### src/design/rpac_pkg.sv
// rpac_pkg: constants for the per-port alias and setup register group
// assumes a byte-wide register port from the local i2c target engine
package rpac_pkg;
   localparam int RPAC_PORTS = 2;
   localparam logic [7:0] RPAC_OFS_PORT_SEL = 8'h4C;
   localparam logic [7:0] RPAC_OFS_ALIAS5 = 8'h6A;
   localparam logic [7:0] RPAC_OFS_ALIAS6 = 8'h6B;
   localparam logic [7:0] RPAC_OFS_ALIAS7 = 8'h6C;
   localparam logic [7:0] RPAC_OFS_SETUP = 8'h6D;
   localparam int RPAC_NSLOT = 3;
   localparam logic [7:0] RPAC_ALIAS_RST = 8'h00;
   localparam logic [6:0] RPAC_ALIAS_OFF = 7'h00;
   localparam logic [7:0] RPAC_PSEL_RST = 8'h00;
   // setup register bit positions
   localparam int RPAC_B_WFS1 = 7;
   localparam int RPAC_B_WFS = 6;
   localparam int RPAC_B_CKS = 5;
   localparam int RPAC_B_ECC = 4;
   localparam int RPAC_B_LEN = 3;
   localparam int RPAC_B_COAX = 2;
   localparam int RPAC_B_FMT_HI = 1;
   // upper bits 7:3 reset value; low bits come from the strap
   // frame start wait and all three forward bits reset set
   localparam logic [4:0] RPAC_SETUP_HI_RST = 5'h0F;
   localparam logic [15:0] RPAC_FC_ONE = 16'h0001;
   typedef enum logic [1:0] {
      RPAC_FMT_CSI = 2'h0,
      RPAC_FMT_RAW12_50 = 2'h1,
      RPAC_FMT_RAW12_75 = 2'h2,
      RPAC_FMT_RAW10_100 = 2'h3
   } rpac_fmt_t;
endpackage : rpac_pkg

### src/design/rpac_top.sv
// rpac_top: per-receive-port alias decoders and receive port setup
// assumes a synchronous byte register port and packet-level csi/raw flags
`timescale 1ns/10ps
module rpac_top
   import rpac_pkg::*;
(
   input wire logic mclk,
   input wire logic rst_n,
   input wire logic power_down_pin_n,
   input wire logic [2:0] mode_strap,
   input wire logic reg_wr,
   input wire logic reg_rd,
   input wire logic [7:0] reg_addr,
   input wire logic [7:0] reg_wdata,
   output logic [7:0] reg_rdata,
   input wire logic [6:0] i2c_addr,
   input wire logic i2c_addr_vld,
   input wire logic i2c_is_write,
   input wire logic i2c_port,
   input wire logic [6:0] remote_id_slot5,
   input wire logic [6:0] remote_id_slot6,
   input wire logic [6:0] remote_id_slot7,
   input wire logic remote_ack,
   output logic fwd_vld,
   output logic [6:0] fwd_addr,
   output logic local_ack,
   input wire logic [1:0] pkt_port,
   input wire logic pkt_vld,
   input wire logic pkt_fs,
   input wire logic [15:0] pkt_frame_cnt,
   input wire logic pkt_cks_err,
   input wire logic pkt_ecc_err,
   input wire logic pkt_len_err,
   input wire logic pkt_first_line_trunc,
   output logic pkt_pass,
   output logic [1:0] port_format,
   output logic port_coax
);
   logic [7:0] alias_ff [RPAC_PORTS][RPAC_NSLOT];
   logic [7:0] setup_ff [RPAC_PORTS];
   logic [7:0] psel_ff;
   logic [RPAC_PORTS-1:0] seen_fs_ff;
   logic [RPAC_PORTS-1:0] seen_fs1_ff;
   logic strap_done_ff;
   logic pin_q_ff;
   logic psel_idx;
   logic [1:0] slot_wr;
   logic slot_hit;
   logic pp;
   logic fwd_vld_ff;
   logic [6:0] fwd_addr_ff;
   logic local_ack_ff;
   logic [7:0] nxt_rdata;

   function automatic logic is_slot(input logic [7:0] a);
      return (a >= RPAC_OFS_ALIAS5) && (a <= RPAC_OFS_ALIAS7);
   endfunction : is_slot

   // only meaningful while is_slot holds
   function automatic logic [1:0] slot_of(input logic [7:0] a);
      logic [7:0] d;
      d = a - RPAC_OFS_ALIAS5;
      return d[1:0];
   endfunction : slot_of

   // only port bit 0 is decoded; two receive ports
   assign psel_idx = psel_ff[0];
   assign slot_hit = is_slot(reg_addr);
   assign slot_wr = slot_of(reg_addr);

   always_ff @(posedge mclk) begin
      if (!rst_n) begin
         psel_ff <= RPAC_PSEL_RST;
      end else if (reg_wr && reg_addr == RPAC_OFS_PORT_SEL) begin
         psel_ff <= reg_wdata;
      end
   end

   always_ff @(posedge mclk) begin
      if (!rst_n) begin
         for (int p = 0; p < RPAC_PORTS; p++) begin
            for (int s = 0; s < RPAC_NSLOT; s++) begin
               alias_ff[p][s] <= RPAC_ALIAS_RST;
            end
         end
      end else if (reg_wr && slot_hit) begin
         alias_ff[psel_idx][slot_wr] <= reg_wdata;
      end
   end

   // strap sampled on the first clock that sees the pin high
   // limitation: only the first pin release after reset restraps
   always_ff @(posedge mclk) begin
      if (!rst_n) begin
         pin_q_ff <= 1'b0;
         strap_done_ff <= 1'b0;
      end else begin
         pin_q_ff <= power_down_pin_n;
         if (power_down_pin_n && !pin_q_ff) begin
            strap_done_ff <= 1'b1;
         end
      end
   end

   always_ff @(posedge mclk) begin
      if (!rst_n) begin
         for (int p = 0; p < RPAC_PORTS; p++) begin
            setup_ff[p] <= {RPAC_SETUP_HI_RST, 3'h0};
         end
      end else begin
         for (int p = 0; p < RPAC_PORTS; p++) begin
            if (power_down_pin_n && !pin_q_ff && !strap_done_ff) begin
               setup_ff[p][RPAC_B_COAX:0] <= mode_strap;
            end
         end
         // software write after strap wins the same cycle
         if (reg_wr && reg_addr == RPAC_OFS_SETUP) begin
            setup_ff[psel_idx] <= reg_wdata;
         end
      end
   end

   always_comb begin
      nxt_rdata = 8'h00;
      if (reg_addr == RPAC_OFS_PORT_SEL) begin
         nxt_rdata = psel_ff;
      end else if (reg_addr == RPAC_OFS_SETUP) begin
         nxt_rdata = setup_ff[psel_idx];
      end else if (slot_hit) begin
         nxt_rdata = alias_ff[psel_idx][slot_wr];
      end
   end

   always_ff @(posedge mclk) begin
      if (!rst_n) begin
         reg_rdata <= 8'h00;
      end else if (reg_rd) begin
         reg_rdata <= nxt_rdata;
      end
   end

   // alias decode: first matching slot wins
   always_ff @(posedge mclk) begin
      if (!rst_n) begin
         fwd_vld_ff <= 1'b0;
         fwd_addr_ff <= 7'h00;
         local_ack_ff <= 1'b0;
      end else begin
         fwd_vld_ff <= 1'b0;
         // cleared between hits so a stale remap never lingers
         fwd_addr_ff <= 7'h00;
         local_ack_ff <= 1'b0;
         if (i2c_addr_vld) begin
            for (int s = RPAC_NSLOT - 1; s >= 0; s--) begin
               if (alias_ff[i2c_port][s][7:1] != RPAC_ALIAS_OFF &&
                   alias_ff[i2c_port][s][7:1] == i2c_addr) begin
                  fwd_vld_ff <= 1'b1;
                  fwd_addr_ff <= (s == 0) ? remote_id_slot5 :
                                 (s == 1) ? remote_id_slot6 : remote_id_slot7;
                  local_ack_ff <= (i2c_is_write && alias_ff[i2c_port][s][0]) ||
                                  remote_ack;
               end
            end
         end
      end
   end
   assign fwd_vld = fwd_vld_ff;
   assign fwd_addr = fwd_addr_ff;
   assign local_ack = local_ack_ff;

   // frame-start gating per port
   always_ff @(posedge mclk) begin
      if (!rst_n) begin
         seen_fs_ff <= '0;
         seen_fs1_ff <= '0;
      end else if (pkt_vld && pkt_fs) begin
         seen_fs_ff[pp] <= 1'b1;
         if (pkt_frame_cnt == RPAC_FC_ONE) begin
            seen_fs1_ff[pp] <= 1'b1;
         end
      end
   end

   assign pp = pkt_port[0];

   always_comb begin
      logic [7:0] c;
      logic raw;
      c = setup_ff[pp];
      raw = c[RPAC_B_FMT_HI -: 2] != RPAC_FMT_CSI;
      pkt_pass = pkt_vld;
      if (c[RPAC_B_WFS1] && !seen_fs1_ff[pp] &&
          !(pkt_fs && pkt_frame_cnt == RPAC_FC_ONE)) begin
         pkt_pass = 1'b0;
      end
      if (c[RPAC_B_WFS] && !seen_fs_ff[pp] && !pkt_fs) begin
         pkt_pass = 1'b0;
      end
      if (pkt_cks_err && !c[RPAC_B_CKS]) begin
         pkt_pass = 1'b0;
      end
      if (pkt_ecc_err && !c[RPAC_B_ECC]) begin
         pkt_pass = 1'b0;
      end
      if (!raw && pkt_len_err && !c[RPAC_B_LEN]) begin
         pkt_pass = 1'b0;
      end
      if (raw && pkt_first_line_trunc && c[RPAC_B_LEN]) begin
         pkt_pass = 1'b0;
      end
   end

   assign port_format = setup_ff[psel_idx][RPAC_B_FMT_HI -: 2];
   assign port_coax = setup_ff[psel_idx][RPAC_B_COAX];

   AST_ZERO_NO_FWD: assert property (@(posedge mclk) disable iff (!rst_n)
      fwd_vld |-> $past(i2c_addr) != RPAC_ALIAS_OFF)
      else $error("forward on a zero alias");
   AST_WR_PSEL: assert property (@(posedge mclk) disable iff (!rst_n)
      reg_wr && reg_addr == RPAC_OFS_PORT_SEL |=> psel_ff == $past(reg_wdata))
      else $error("port select not written");
   AST_CKS_DROP: assert property (@(posedge mclk) disable iff (!rst_n)
      pkt_cks_err && !setup_ff[pp][RPAC_B_CKS] |-> !pkt_pass)
      else $error("checksum error packet passed");
   AST_ECC_DROP: assert property (@(posedge mclk) disable iff (!rst_n)
      pkt_ecc_err && !setup_ff[pp][RPAC_B_ECC] |-> !pkt_pass)
      else $error("ecc error packet passed");
   AST_WAIT_FS: assert property (@(posedge mclk) disable iff (!rst_n)
      setup_ff[pp][RPAC_B_WFS] && !seen_fs_ff[pp] && !pkt_fs |-> !pkt_pass)
      else $error("packet before frame start");
   AST_WAIT_FS1: assert property (@(posedge mclk) disable iff (!rst_n)
      setup_ff[pp][RPAC_B_WFS1] && !seen_fs1_ff[pp] && !pkt_fs |-> !pkt_pass)
      else $error("packet before frame count one");
   AST_AUTO_ACK: assert property (@(posedge mclk) disable iff (!rst_n)
      fwd_vld && !local_ack |-> !$past(remote_ack))
      else $error("ack missing");
   AST_SETUP_RST: assert property (@(posedge mclk)
      $rose(rst_n) |-> setup_ff[0][7:3] == RPAC_SETUP_HI_RST)
      else $error("setup reset value wrong");

   // alias path checks
   AST_SLOT5_MAP: assert property (@(posedge mclk) disable iff (!rst_n)
      i2c_addr_vld && i2c_addr != RPAC_ALIAS_OFF && alias_ff[i2c_port][0][7:1] == i2c_addr
      |=> fwd_vld && fwd_addr == $past(remote_id_slot5))
      else $error("slot5 remap wrong");
   AST_FWD_PULSE: assert property (@(posedge mclk) disable iff (!rst_n)
      fwd_vld |-> $past(i2c_addr_vld))
      else $error("forward without lookup");
   AST_ZERO_ADDR: assert property (@(posedge mclk) disable iff (!rst_n)
      i2c_addr_vld && i2c_addr == RPAC_ALIAS_OFF |=> !fwd_vld)
      else $error("zero address forwarded");
   AST_AUTO_WR_ACK: assert property (@(posedge mclk) disable iff (!rst_n)
      i2c_addr_vld && i2c_is_write && i2c_addr != RPAC_ALIAS_OFF &&
      alias_ff[i2c_port][0] == {i2c_addr, 1'b1} |=> local_ack)
      else $error("auto ack missing on write");
   AST_ACK_WITH_FWD: assert property (@(posedge mclk) disable iff (!rst_n)
      local_ack |-> fwd_vld)
      else $error("ack without forward");

   // packet filter checks
   AST_LEN_DROP: assert property (@(posedge mclk) disable iff (!rst_n)
      pkt_len_err && setup_ff[pp][RPAC_B_FMT_HI -: 2] == RPAC_FMT_CSI &&
      !setup_ff[pp][RPAC_B_LEN] |-> !pkt_pass)
      else $error("length error packet passed");
   AST_TRUNC_DROP: assert property (@(posedge mclk) disable iff (!rst_n)
      pkt_first_line_trunc && setup_ff[pp][RPAC_B_FMT_HI -: 2] != RPAC_FMT_CSI &&
      setup_ff[pp][RPAC_B_LEN] |-> !pkt_pass)
      else $error("truncated first line passed");
   AST_FS_SEEN: assert property (@(posedge mclk) disable iff (!rst_n)
      pkt_vld && pkt_fs && !pkt_port[0] |=> seen_fs_ff[0])
      else $error("frame start not noted");
   AST_FS1_SEEN: assert property (@(posedge mclk) disable iff (!rst_n)
      pkt_vld && pkt_fs && pkt_port[0] && pkt_frame_cnt == RPAC_FC_ONE |=> seen_fs1_ff[1])
      else $error("frame count one not noted");
   AST_PASS_NEEDS_VLD: assert property (@(posedge mclk) disable iff (!rst_n)
      pkt_pass |-> pkt_vld)
      else $error("pass without packet");

   // register checks
   AST_STRAP: assert property (@(posedge mclk) disable iff (!rst_n)
      power_down_pin_n && !pin_q_ff && !strap_done_ff &&
      !(reg_wr && reg_addr == RPAC_OFS_SETUP) |=> setup_ff[0][RPAC_B_COAX:0] == $past(mode_strap))
      else $error("strap not latched");
   AST_RD_SETUP: assert property (@(posedge mclk) disable iff (!rst_n)
      reg_rd && reg_addr == RPAC_OFS_SETUP |=> reg_rdata == $past(setup_ff[psel_idx]))
      else $error("setup read wrong port");
   AST_ALIAS_STEER: assert property (@(posedge mclk) disable iff (!rst_n)
      reg_wr && reg_addr == RPAC_OFS_ALIAS5 |=> alias_ff[psel_idx][0] == $past(reg_wdata))
      else $error("alias write not steered");
   AST_RD_UNMAPPED: assert property (@(posedge mclk) disable iff (!rst_n)
      reg_rd && reg_addr > RPAC_OFS_SETUP |=> reg_rdata == 8'h00)
      else $error("unmapped read not zero");
   AST_PSEL_KEEP: assert property (@(posedge mclk) disable iff (!rst_n)
      !(reg_wr && reg_addr == RPAC_OFS_PORT_SEL) |=> $stable(psel_ff))
      else $error("port select changed unasked");

   COV_FWD: cover property (@(posedge mclk) fwd_vld);
   COV_DROP: cover property (@(posedge mclk) pkt_vld && !pkt_pass);
   COV_AUTOACK: cover property (@(posedge mclk) local_ack && !$past(remote_ack));
   COV_RAW_TRUNC: cover property (@(posedge mclk) pkt_vld && pkt_first_line_trunc && !pkt_pass);
   COV_FS1_OPEN: cover property (@(posedge mclk) pkt_vld && pkt_fs && pkt_frame_cnt == RPAC_FC_ONE);
endmodule : rpac_top

### config.mk
export PLATFORM = sky130hd
export DESIGN_NAME = rpac_top
export DESIGN_NICKNAME = d
export VERILOG_FILES = /design/src/design/rpac_pkg.sv /design/src/design/rpac_top.sv
export SDC_FILE = /design/constraint.sdc
export NUM_CORES = 1
export LEC_CHECK = 0
export ABC_CLOCK_PERIOD_IN_PS = 3100
export BUFFER_PORTS_ARGS = -buffer_cell sky130_fd_sc_hd__buf_2
export CORE_MARGIN = 3
export CORE_UTILIZATION = 40
export DETAILED_ROUTE_END_ITERATION = 10
export GPL_TIMING_DRIVEN = 0
export PLACE_DENSITY_LB_ADDON = 0.05
export SYNTH_ARGS = -nofsm -noshare
export SYNTH_HDL_FRONTEND = slang
export SYNTH_SLANG_ARGS = --single-unit
### constraint.sdc
create_clock -name mclk -period 3.1 [get_ports mclk]
set_input_delay 0.465 -clock mclk [delete_from_list [all_inputs] [get_ports mclk]]
set_output_delay 0.465 -clock mclk [all_outputs]
set_load 0.02 [all_outputs]
==> impl_metrics.tcl <==
set metrics [dict create \
    wl_per_cell_um 19.8 \
    peakVddDrop_mv 0.301 \
    grt_usage_pct 21.2 \
    die-height_um 119 \
    firstDrtPassIters 5 \
    synthArstFlopShare_pct 0 \
    area_growth_syn_to_layout_pct 19.5 \
    synth_warnings 0 \
    hold_class "in -> reg" \
    met3_length_um 991 \
    clk_pin_slew_worst_paths_ps 70 \
    power_uw 2960 \
    yosysMostFrequentCell "edfxtp_1" \
    clk_path_buf_depth 2 \
    grt_pass1_wl_um 23000 \
    fin_cells 765 \
    cts_hold_buf 0 \
    clkSinkCount 96 \
    slowest_delay_ps 650 \
    avgSynthCellArea_sq_um 10.6 \
    worst_setup_path_end_kind "register" \
    diodes 0 \
    nets 672 \
    status "completed" \
    tns_ps 0 \
    drt-initial-drc-count 280 \
    worst_slew_pin_slew_ps 762 \
    drc 0 \
    path_delay_family "compound AO/OA/AOI/OAI gates" \
    path_class "in -> reg" \
    worstHoldStart "power_down_pin_n" \
    grt_setup_unrepaired "no" \
    dp_slack_ps -346 \
    mappedNetlistArea_sq_um 5140 \
    max_clock_freq_ghz 0.367 \
    cp_cell_sequence "buf_2 -> or3b_1 -> a211oi_4 -> and2b_1 -> nand2_1 -> o21ai_1" \
    grt_pass1_vias 4070 \
    synth-main-ff-cell "edfxtp_1" \
    drive_gt1_share_pct 24.5 \
    slew_headroom_pct 48.8 \
    die_w_um 119 \
    drtAntennaViolNets 0 \
    hold_viol_final 0 \
    ios 101 \
    wirelength_um 15100 \
    grt_overflow 0 \
    cts-root-buf "clkbuf_16" \
    layout_setup_ws_ps 376 \
    synth_top_area_share_pct 37.4 \
    vias 4230 \
    highest-signal-layer "met4" \
    place_congestion 0.874 \
    fin_util_pct 50.1 \
    postCtsSetupBuffers 0 \
    met1_length_um 6880 \
    worst-path-max-fanout 10 \
    cp_slowest_cell "o21ai_1" \
    place_inst 749 \
    ys_seq_elements 96 \
    via_per_inst 5.53 \
    fin_crit_ps 2720 \
    power.leakage_uw 0.00233 \
    slew_violations 0 \
    core-area_sq_um 12300 \
    synth_fp_nets 565 \
    synth_area_leaders "edfxtp_1 (37%), dfxtp_1 (12%), mux2i_1 (6.6%), mux4_2 (3.5%), o21ai_0 (3.4%)" \
    synth.distinct_cells 54 \
    path_buf_inv 1 \
    design.die.area_sq_um 14200 \
    synth-edff-count 64 \
    p_per_area_nw_per_um2 481 \
    setup_viol 0 \
    cts_tree "built" \
    fp-row-count 40 \
    seq_area_frac_synth_pct 49.9 \
    grt_start_max_net_pins 19 \
    syn-instance-count 485 \
    io_buffers 96 \
    htree_levels 3 \
    clkLatencyLatePin_ps 360 \
    crit_path_start "reg_addr[1]" \
    yosys.area.top_type "edfxtp_1" \
    cp-start-kind "primary input" \
    cts_buffers 9 \
    worstPathRequired_ps 3090 \
    wl_met2_um 6920 \
    post-dp-hpwl_um 11900 \
    initial_core_util_pct 41.9 \
    antenna_found_initial 0 \
    maxCapViolCount 0 \
    post-route-period-util_pct 87.9 \
    skew_ps 4.86 \
    cts_resized 0 \
    cp.arrival_ps 2710 \
    synthTopCellsByCount "edfxtp_1 (64), o21ai_0 (35), mux2i_1 (34), nand2_1 (34), dfxtp_1 (32)" \
]
layout by cell type, fill, tap and decap left out, types with 5 or more instances in the layout:
master	synthesis	final
buf_2	11	107
dfxtp_1	32	32
nand2_1	34	34
nand3_1	24	24
nor3_1	9	9
nand4_1	5	5
mux2i_1	34	34
and3_1	12	12
xnor2_1	9	9
nor4_1	21	21
mux4_2	8	8
a21boi_0	11	11
o21a_1	13	13
inv_1	13	13
o21ai_0	35	33
xor2_1	11	11
a221oi_1	7	7
and2_1	21	21
clkbuf_1	13	13
clkbuf_16	0	9
a21oi_1	15	15
edfxtp_1	64	64
nand2b_1	5	5
nor2_1	23	23
report_power, final:
part           internal (uW)  total [uW]  switching (uW)
clock                    644        1180             534
combinational            133         324             191
sequential              1410        1450            39.6
sequential cells by signal (all words and copies together) (netlist names), 2 cells and up, named ones only:
register	flops
fwd_addr	7
psel_ff	8
alias_ff	48
seen_fs1_ff	2
setup_ff	16
reg_rdata	8
seen_fs_ff	2
per-stage QoR:
step | instance area [sq um] | hold WS [ps]
after global routing | 6140 | 332
after global placement | 5830 | 447
after floorplan | 5140 | 438
final | 6140 | 328
after detailed placement | 5830 | 459
after CTS | 6140 | 327
kinds of logic (layout without fill, tap and decap cells):
group	after synthesis	count (layout)	synth area share, %
compound gates	102	102	13.0
simple gates	178	178	18.8
xor+xnor	20	20	3.41
mux	46	46	11.0
flops	96	96	49.9
buf+inv	43	155	3.92
worst paths after layout:
check | slack [ps] | cells past startpoint | endpoint
max reg2reg | 870 | 7 | reg_rdata[4]
min | 330 | 2 | pin_q_ff
max | 380 | 6 | alias_ff[1][7]
min reg2reg | 470 | 2 | psel_ff[3]
per-layer routing:
layer,track usage (%),up-vias
met1,30.1,2017
met3,4.51,27
met4,6.59,0
li1,-,2041
met2,32.7,145
met5,0,-
worst reg2reg max path: stages (launching register included):
cell and delay [ps]:
dfxtp_1 310, buf_2 220, buf_2 380, buf_2 390, mux2i_1 330, o21ai_0 110, a221oi_1 280, nor2_1 80
final cells by class:
| cell class | instances | area (sq um) |
|---|---|---|
| fill | 1176 | 6120 |
| sequential | 96 | 2560 |
| multi-input combinational | 346 | 2380 |
| timing repair buffer | 96 | 480 |
| clock buffer | 9 | 225 |
| tap | 168 | 210 |
| buffer | 30 | 153 |
| clock inverter | 7 | 86.3 |
| inverter | 13 | 48.8 |
No activity file was read; power rests on OpenSTA's default activity.
